**src/rtl/cfe_regs.vh**
```
// control register addresses, field positions and reset values
// for the cpu flag, mask, pointer and stack control block
`ifndef CFE_REGS_VH
`define CFE_REGS_VH

`define CFE_ADDR_IRQ_MASK 8'hfb
`define CFE_ADDR_FLAGS 8'hfc
`define CFE_ADDR_WRK_BASE 8'hfd
`define CFE_ADDR_SP_UPPER 8'hfe
`define CFE_ADDR_SP_LOWER 8'hff

`define CFE_IMR_GIE 7
`define CFE_IMR_RAMP 6
`define CFE_IMR_SRC_HI 5

`define CFE_FLG_C 7
`define CFE_FLG_Z 6
`define CFE_FLG_S 5
`define CFE_FLG_V 4
`define CFE_FLG_D 3
`define CFE_FLG_H 2
`define CFE_FLG_F2 1
`define CFE_FLG_F1 0

`define CFE_RST_IRQ_MASK 8'h00
`define CFE_RST_FLAGS 8'h00
`define CFE_RST_WRK_BASE 8'h00
`define CFE_RST_SP 8'h00

// per-flag effect codes
`define CFE_FX_KEEP 3'h0
`define CFE_FX_CLR 3'h1
`define CFE_FX_SET 3'h2
`define CFE_FX_RES 3'h3
`define CFE_FX_UNDEF 3'h4

// condition codes
`define CFE_CC_NEVER 4'h0
`define CFE_CC_LT 4'h1
`define CFE_CC_LE 4'h2
`define CFE_CC_ULE 4'h3
`define CFE_CC_OV 4'h4
`define CFE_CC_MI 4'h5
`define CFE_CC_EQ 4'h6
`define CFE_CC_ULT 4'h7
`define CFE_CC_ALWAYS 4'h8
`define CFE_CC_GE 4'h9
`define CFE_CC_GT 4'ha
`define CFE_CC_UGT 4'hb
`define CFE_CC_NOV 4'hc
`define CFE_CC_PL 4'hd
`define CFE_CC_NE 4'he
`define CFE_CC_UGE 4'hf

`endif

```
**src/rtl/cfe_flags_cond.v**
```verilog
// cpu control state: mask, flags, register pointer, stack pointer,
// plus the jump condition evaluator.
// assumes a single clock; the core supplies register-file accesses
// and per-instruction flag effects on the same edge.
`timescale 1ns/10ps
`include "cfe_regs.vh"

module cfe_flags_cond #(
   parameter RAM_PROTECT_OPTION = 1'b1
) (
   input wire clk,
   input wire rst_n,
   input wire [7:0] regAddr,
   input wire regWrEn,
   input wire [7:0] regWrData,
   input wire regRdEn,
   output reg [7:0] regRdData,
   output reg regRdHit,
   input wire eiStrobe,
   input wire diStrobe,
   input wire flagUpdEn,
   input wire [17:0] flagEffect,
   input wire [5:0] flagResult,
   input wire spLoadEn,
   input wire [15:0] spLoadValue,
   input wire [3:0] condCode,
   output wire condTrue,
   output wire [5:0] irqEnable,
   output wire irqGlobalEnable,
   output wire ramProtectActive,
   output wire [3:0] workGroup,
   output wire [3:0] extBank,
   output wire [15:0] stackTopPointer,
   output wire [7:0] flagsValue
);

   reg [7:0] irqMaskCtrl_r;
   reg [7:0] aluStatusFlags_r;
   reg [7:0] workingRegBase_r;
   reg [7:0] stackPtrUpper_r;
   reg [7:0] stackPtrLower_r;
   reg [7:0] flagsAfterOp_nxt;
   wire [5:0] statusNext;
   reg [7:0] regRdData_nxt;
   reg regRdHit_nxt;
   reg condTrue_nxt;

   wire wrMask = regWrEn && (regAddr == `CFE_ADDR_IRQ_MASK);
   wire wrFlags = regWrEn && (regAddr == `CFE_ADDR_FLAGS);
   wire wrBase = regWrEn && (regAddr == `CFE_ADDR_WRK_BASE);
   wire wrSpHi = regWrEn && (regAddr == `CFE_ADDR_SP_UPPER);
   wire wrSpLo = regWrEn && (regAddr == `CFE_ADDR_SP_LOWER);

   wire flgC = aluStatusFlags_r[`CFE_FLG_C];
   wire flgZ = aluStatusFlags_r[`CFE_FLG_Z];
   wire flgS = aluStatusFlags_r[`CFE_FLG_S];
   wire flgV = aluStatusFlags_r[`CFE_FLG_V];

   // ****************************************************
   // interrupt mask register
   // ****************************************************
   // a direct write takes priority over ei/di in the same cycle
   always @(posedge clk) begin
      if (!rst_n) begin
         irqMaskCtrl_r <= `CFE_RST_IRQ_MASK;
      end else if (wrMask) begin
         irqMaskCtrl_r <= regWrData;
      end else if (eiStrobe) begin
         irqMaskCtrl_r[`CFE_IMR_GIE] <= 1'b1;
      end else if (diStrobe) begin
         irqMaskCtrl_r[`CFE_IMR_GIE] <= 1'b0;
      end
   end

   assign irqEnable = irqMaskCtrl_r[`CFE_IMR_SRC_HI:0];
   assign irqGlobalEnable = irqMaskCtrl_r[`CFE_IMR_GIE];
   // bit is stored either way but only protects on fitted parts
   assign ramProtectActive = RAM_PROTECT_OPTION &&
      irqMaskCtrl_r[`CFE_IMR_RAMP];

   // ****************************************************
   // flag register
   // ****************************************************
   // effect fields: 3 bits per status flag, flag c in the top field.
   // undefined is resolved as keep, a safe deterministic choice.
   genvar gi;
   generate
      for (gi = 0; gi < 6; gi = gi + 1) begin : gFlag
         wire [2:0] fx = flagEffect[3*gi+2:3*gi];
         reg bitNext;
         always @* begin
            case (fx)
               `CFE_FX_CLR: bitNext = 1'b0;
               `CFE_FX_SET: bitNext = 1'b1;
               `CFE_FX_RES: bitNext = flagResult[gi];
               default: bitNext = aluStatusFlags_r[gi+2];
            endcase
         end
         assign statusNext[gi] = bitNext;
      end
   endgenerate

   // user flags change only by software writes
   always @* begin
      flagsAfterOp_nxt = {statusNext, aluStatusFlags_r[1:0]};
   end

   always @(posedge clk) begin
      if (!rst_n) begin
         aluStatusFlags_r <= `CFE_RST_FLAGS;
      end else if (wrFlags) begin
         aluStatusFlags_r <= regWrData;
      end else if (flagUpdEn) begin
         aluStatusFlags_r <= flagsAfterOp_nxt;
      end
   end

   assign flagsValue = aluStatusFlags_r;

   // ****************************************************
   // register pointer and stack pointer
   // ****************************************************
   always @(posedge clk) begin
      if (!rst_n) begin
         workingRegBase_r <= `CFE_RST_WRK_BASE;
      end else if (wrBase) begin
         workingRegBase_r <= regWrData;
      end
   end

   assign workGroup = workingRegBase_r[7:4];
   assign extBank = workingRegBase_r[3:0];

   // software byte writes win over a core push/pop load
   always @(posedge clk) begin
      if (!rst_n) begin
         stackPtrUpper_r <= `CFE_RST_SP;
         stackPtrLower_r <= `CFE_RST_SP;
      end else begin
         if (wrSpHi) begin
            stackPtrUpper_r <= regWrData;
         end else if (spLoadEn) begin
            stackPtrUpper_r <= spLoadValue[15:8];
         end
         if (wrSpLo) begin
            stackPtrLower_r <= regWrData;
         end else if (spLoadEn) begin
            stackPtrLower_r <= spLoadValue[7:0];
         end
      end
   end

   assign stackTopPointer = {stackPtrUpper_r, stackPtrLower_r};

   // ****************************************************
   // read port
   // ****************************************************
   always @* begin
      regRdHit_nxt = 1'b1;
      case (regAddr)
         `CFE_ADDR_IRQ_MASK: regRdData_nxt = irqMaskCtrl_r;
         `CFE_ADDR_FLAGS: regRdData_nxt = aluStatusFlags_r;
         `CFE_ADDR_WRK_BASE: regRdData_nxt = workingRegBase_r;
         `CFE_ADDR_SP_UPPER: regRdData_nxt = stackPtrUpper_r;
         `CFE_ADDR_SP_LOWER: regRdData_nxt = stackPtrLower_r;
         default: begin
            regRdData_nxt = 8'h00;
            regRdHit_nxt = 1'b0;
         end
      endcase
   end

   // read data registered: valid the cycle after regRdEn
   always @(posedge clk) begin
      if (!rst_n) begin
         regRdData <= 8'h00;
         regRdHit <= 1'b0;
      end else if (regRdEn) begin
         regRdData <= regRdData_nxt;
         regRdHit <= regRdHit_nxt;
      end else begin
         regRdHit <= 1'b0;
      end
   end

   // ****************************************************
   // condition evaluator
   // ****************************************************
   // combinational so a jump can decide in the same cycle
   always @* begin
      case (condCode)
         `CFE_CC_NEVER: condTrue_nxt = 1'b0;
         `CFE_CC_ALWAYS: condTrue_nxt = 1'b1;
         `CFE_CC_GT: condTrue_nxt = ~(flgZ | (flgS ^ flgV));
         `CFE_CC_LE: condTrue_nxt = flgZ | (flgS ^ flgV);
         `CFE_CC_UGT: condTrue_nxt = ~flgC & ~flgZ;
         `CFE_CC_ULE: condTrue_nxt = flgC | flgZ;
         `CFE_CC_UGE: condTrue_nxt = ~flgC;
         `CFE_CC_LT: condTrue_nxt = flgS ^ flgV;
         `CFE_CC_GE: condTrue_nxt = ~(flgS ^ flgV);
         `CFE_CC_EQ: condTrue_nxt = flgZ;
         `CFE_CC_NE: condTrue_nxt = ~flgZ;
         `CFE_CC_ULT: condTrue_nxt = flgC;
         `CFE_CC_OV: condTrue_nxt = flgV;
         `CFE_CC_NOV: condTrue_nxt = ~flgV;
         `CFE_CC_MI: condTrue_nxt = flgS;
         `CFE_CC_PL: condTrue_nxt = ~flgS;
         default: condTrue_nxt = 1'b0;
      endcase
   end

   assign condTrue = condTrue_nxt;

endmodule // cfe_flags_cond

```
**config.mk**
```make
export PLATFORM = sky130hd
export DESIGN_NAME = cfe_flags_cond
export DESIGN_NICKNAME = d
export VERILOG_FILES = /design/src/rtl/cfe_flags_cond.v
export VERILOG_INCLUDE_DIRS = /design/src /design/src/rtl
export SDC_FILE = /design/constraint.sdc
export NUM_CORES = 1
export LEC_CHECK = 0
export ABC_AREA = 1
export BUFFER_PORTS_ARGS = -buffer_cell sky130_fd_sc_hd__buf_2
export CAP_MARGIN = 15
export CORE_MARGIN = 1.5
export CORE_UTILIZATION = 45
export CTS_CLUSTER_SIZE = 20
export DETAILED_ROUTE_END_ITERATION = 12
export HOLD_SLACK_MARGIN = 0.12
export PLACE_DENSITY = 0.73
export SLEW_MARGIN = 15
export SYNTH_ARGS = -nofsm -noshare
export SYNTH_HDL_FRONTEND = slang
export SYNTH_SLANG_ARGS = --single-unit
```
**constraint.sdc**
```tcl
create_clock -name clk -period 3 [get_ports clk]
set_clock_uncertainty 0.15 [all_clocks]
set_input_delay 0.6 -clock clk [delete_from_list [all_inputs] [get_ports clk]]
set_output_delay 0.6 -clock clk [all_outputs]
set_load 0.1 [all_outputs]
```
== After elaboration in Yosys (flattened, before gate mapping) ==
Index checks and enable logic that the tools add are counted.
Word-level totals
  latch bits: 0
  output and inout port bits: 50
  input bits: 68
  bits in read-only memories: 0
  memories kept: 0
  RAM bits: 0
  logic and storage cells: 104
  register bits after elaboration: 49
Cells by class
  bitwise logic cells: 10
  multiply operators: 0
  eq/ne operators: 38
  div/mod/pow operators: 0
  reduce and logical (&&, ||, !) cells: 24
  $add $sub $neg: 0
  shift operators: 0
  mux-type cells: 18
  $lt $le $gt $ge: 0
Operators with widths (number)
  8-bit two-way mux: 6
  8-bit == test, second input constant: 5
  8-bit case mux with 5 select lines: 1
  3-bit by 2-bit == test with 1-bit output, second input constant: 12
  4-bit == test, second input constant: 8
  4-bit nonzero test: 6
  3-bit by 1-bit == test with 1-bit output, second input constant: 6
  1-bit case mux with 3 select lines: 6
  4-bit by 3-bit == test with 1-bit output, second input constant: 4
  1-bit case mux with 16 select lines: 1
  2-bit AND reduction: 7
  4-bit by 2-bit == test with 1-bit output, second input constant: 2
  1-bit inverter: 6
  2-bit nonzero test: 3
  1-bit logical AND: 5
  5-bit OR reduction: 1
  4-bit by 1-bit == test with 1-bit output, second input constant: 1
  4-bit zero test: 1
  1-bit two-way mux: 4
  3-bit nonzero test: 1
  1-bit OR: 2
  1-bit AND: 1
  1-bit bitwise XOR: 1

== Logic depth before layout (Yosys ltp) ==
  depth in word-level cells: 4
  mapped depth: 8

== Worst setup path before layout ==
OpenSTA, ideal clock, no wires.
  path kind: flip-flop to output port
  from: register aluStatusFlags_r[4], in the netlist flagsValue[4]
  to: output port condTrue
  setup slack: -0.006 ns
  stages on the path, launching flop included: 6
  required time: 2.250 ns
  arrival: 2.256 ns
  cells stage by stage: dfxtp_1 -> xor2_1 -> or2_2 -> nand3_1 -> nand2_1 -> nand2_1
Between the ends
  longest elaborated chain between the ends: 4
  elaborated cells on any way between the ends: 6
  classes of those cells: 1 x mux; 5 x bitwise
Ends and longest elaborated chain
  start: declaration: line cfe_flags_cond.v:38  | reg [7:0] aluStatusFlags_r;
  start signal: assignment: line cfe_flags_cond.v:110  | aluStatusFlags_r <= `CFE_RST_FLAGS;
  start signal: assignment: line cfe_flags_cond.v:112  | aluStatusFlags_r <= regWrData;
  start signal: assignment: line cfe_flags_cond.v:114  | aluStatusFlags_r <= flagsAfterOp_nxt;
  1-bit bitwise XOR
  1-bit OR: line cfe_flags_cond.v:194, cfe_flags_cond.v:195
  1-bit inverter: line cfe_flags_cond.v:194  | `CFE_CC_GT: condTrue_nxt = ~(flgZ | (flgS ^ flgV));
  1-bit case mux with 16 select lines *: line cfe_flags_cond.v:191  | case (condCode)
  end: declaration: line cfe_flags_cond.v:27  | output wire condTrue,
Mark *: on every way between the ends. The rest lies on a longest branch, timed or not.

== Worst setup path after layout ==
  from: input port condCode[2]
  to: output port condTrue
Between the ends
  longest elaborated chain between the ends: 2
  elaborated cells on any way between the ends: 17
  classes of those cells: 15 x eq/ne; 1 x mux; 1 x reduce/logical
Ends and longest elaborated chain
  start: declaration: line cfe_flags_cond.v:26  | input wire [3:0] condCode,
  4-bit == test, or another cell as far along: line cfe_flags_cond.v:191
  1-bit case mux with 16 select lines *: line cfe_flags_cond.v:191
Marked as above.

==> flow_summary.json <==
{
  "start_kind": "input pin",
  "p_leak_nw": 1.74,
  "fin_area_sq_um": 3450,
  "cp_cell_sequence": "buf_2 -> nand2_1 -> inv_1 -> or2_2 -> nand3_1 -> nand2_1 -> nand2_1 -> buf_2",
  "final-hold-violation-count": 0,
  "fmax_mhz": 398,
  "synthArstFlopShare_pct": 0,
  "ys_ff_latch": 49,
  "max_slew_margin_pct": 42.6,
  "cts_buffers": 5,
  "worst_pin_slew_ps": 859,
  "p_sw_share_pct": 35.7,
  "cp_num_buf_inv": 3,
  "vdd_ir_drop_max_mv": 0.270,
  "cp_data_required_time_ps": 2250,
  "syn2layout_area_growth_pct": 22.9,
  "grt_pass1_wl_um": 12500,
  "path_clk_slew_ps": 80,
  "layout.cells.non_filler": 585,
  "overflow": 0,
  "arrival_ps": 1770,
  "tns_ps": 0,
  "core_sq_um": 5960,
  "wl_per_cell_um": 13.5,
  "nNetsFinal": 578,
  "final-max-slew-violation-count": 0,
  "netlist_area_sq_um": 2810,
  "start_util_pct": 47.1,
  "diodes": 0,
  "p_sw_mw": 0.526,
  "yosysTopAreaCell": "dfxtp_1",
  "drtIter0Drc": 172,
  "postPlaceCellArea_sq_um": 3360,
  "grt_usage_pct": 24.6,
  "drive_gt1_share_pct": 30.0,
  "synth_edf_count": 0,
  "synthTopCellsByArea": "dfxtp_1 35%, nand3_1 12%, nand2_1 12%, a21oi_1 7.7%, inv_1 5.6%",
  "ios": 118,
  "synth_top_area_share_pct": 34.9,
  "yosysSeqAreaShare_pct": 34.9,
  "cpMostUsedCell": "nand2_1",
  "synth_cell_types": 24,
  "clock_sinks": 49,
  "r2r_cells": 4,
  "ys.warnings.count": 0,
  "die_w_um": 82.0,
  "port_buffers": 117,
  "synth_area_per_cell_sq_um": 6.93,
  "first_global_vias": 2718,
  "place_hpwl_um": 6010,
  "cp_slowest_cell": "buf_2",
  "hold_depth": 2,
  "worst-r2r-setup-slack_ps": 1960,
  "path_depth": 8,
  "min_period_ps": 2520,
  "min_period_over_period_pct": 83.8,
  "clock_latency_ps": 300,
  "synthFlopType": "dfxtp_1",
  "htreeDepth": 2,
  "cp_top_family": "buffers and inverters",
  "grt_max_degree": 28,
  "wl_um": 7880,
  "cts_tree": "done",
  "rsz0062_at_grt": "false",
  "hold_ws_ps": 311,
  "clkPwrFrac_pct": 26.6,
  "cap_violations": 0,
  "antenna_found_initial": 0,
  "row_count": 28,
  "worstPathMaxFanout": 5,
  "ant_nets": 0,
  "hold_buffers": 0,
  "status": "completed",
  "viasPerCell": 5.19,
  "power_mw": 1.47,
  "route.vias.total": 3035,
  "place.gp.congestion": 0.787,
  "drtPass1Iterations": 4,
  "fp.dieArea_sq_um": 6720,
  "powerDensity_nw_per_um2": 427,
  "cts_max_path_buffers": 2,
  "cts_resized": 0,
  "pwr-share-seq_pct": 46.9,
  "cts_setup_buffers": 0,
  "hp-class": "reg2reg",
  "synth_cells": 405,
  "crit_type": "in2out",
  "p_int_mw": 0.948,
  "syn_nets": 473,
  "root_buffer": "clkbuf_8",
  "finalSetupViolations": 0,
  "post-place-cells": 578,
  "die_h_um": 82.0,
  "endpoint_kind": "primary output",
  "route.detailed.drc": 0,
  "max_stage_delay_ps": 410,
  "power_frac_comb_pct": 26.4
}
[synth_stat cells, types with 2 or more instances]
library cell and instances:
inv_1 42, a31o_2 4, clkbuf_1 9, nand3_4 5, a21oi_1 43, o21ai_1 23, nor2_1 9, nand3_1 69
nor2_4 4, buf_6 8, a21oi_2 7, buf_2 4, nand2_1 90, nor2_8 2, nand4_1 6, dfxtp_1 49
o21ai_0 24
[per-layer routing]
metal	global-route usage, %	wire length [um]	vias up
li1	-	-	1571
met5	0	0	-
met4	6.27	68	0
met2	43.4	3910	95
met1	30.4	3380	1361
met3	5.11	522	8
[cell type report]
| cell class | count | area (sq um) |
|---|---|---|
| Tap cell | 75 | 93.8 |
| Timing Repair Buffer | 120 | 608 |
| Sequential cell | 49 | 982 |
| Fill cell | 632 | 2510 |
| Clock buffer | 7 | 86.3 |
| Multi-Input combinational cell | 291 | 1510 |
| Inverter | 43 | 166 |
[cells in the final DEF (no fill, tap or decap)]
master    instances
a21oi_1          43
buf_2           117
o21ai_1          23
clkinv_4          1
dfxtp_1          48
nor2_8            2
clkbuf_8          6
nand3_4           5
nand3_1          69
inv_1            42
buf_4             3
nor2_1            9
a31o_2            4
nand2_2           1
clkbuf_1          1
nand2_4           1
nor2_4            4
or2_2             1
o21ai_0          24
a31oi_1           1
xor2_1            1
nand4_1           6
nand2_1          90
dfxtp_2           1
a21oi_2           7
[kinds of logic after synthesis]
group	after synthesis	synth area share, %
AND/OR/NAND/NOR	188	33.9
AO/OA/AOI/OAI	102	19.7
buffers and inverters	65	11.2
flip-flops	49	34.9
XOR/XNOR	1	0.312
[path summary, 6_finish.rpt]
path                       startpoint                   to
setup / recovery          condCode[2]             condTrue
hold / removal    workingRegBase_r[4]  workingRegBase_r[4]
setup reg to reg        flagsValue[5]        flagsValue[5]
hold reg to reg   workingRegBase_r[4]  workingRegBase_r[4]
[per-stage QoR]
| stage | setup slack, ps | util [%] |
|---|---|---|
| 2_1_floorplan | 19.6 | - |
| 3_3_place_gp | 546 | 56.5 |
| 3_5_place_dp | 492 | 56.5 |
| 4_1_cts | 491 | 57.9 |
| 5_1_grt | 384 | 57.9 |
| 6_report | 485 | 57.9 |
[power by group through the flow]
stage          clock network [mW]  logic (mW)  registers [mW]
4_1_cts                     0.398       0.391           0.691
3_3_place_gp                    0       0.384           0.707
5_1_grt                     0.424       0.418           0.695
6_report                    0.392       0.390           0.692
2_1_floorplan                   0       0.126           0.866
3_5_place_dp                    0       0.390           0.707
[tightest hold or removal path, cell delays in order, from the launching register on]
cell     delay, ps
dfxtp_1        330
inv_1           50
a21oi_1         50
[sequential cells by signal, indices dropped and copies added (netlist names)]
signal,flops
workingRegBase_r,8
regRdData,8
stackPtrUpper_r,8
irqMaskCtrl_r,8
regRdHit,1
stackPtrLower_r,8
flagsValue,8
(Power assumes the default switching activity.)
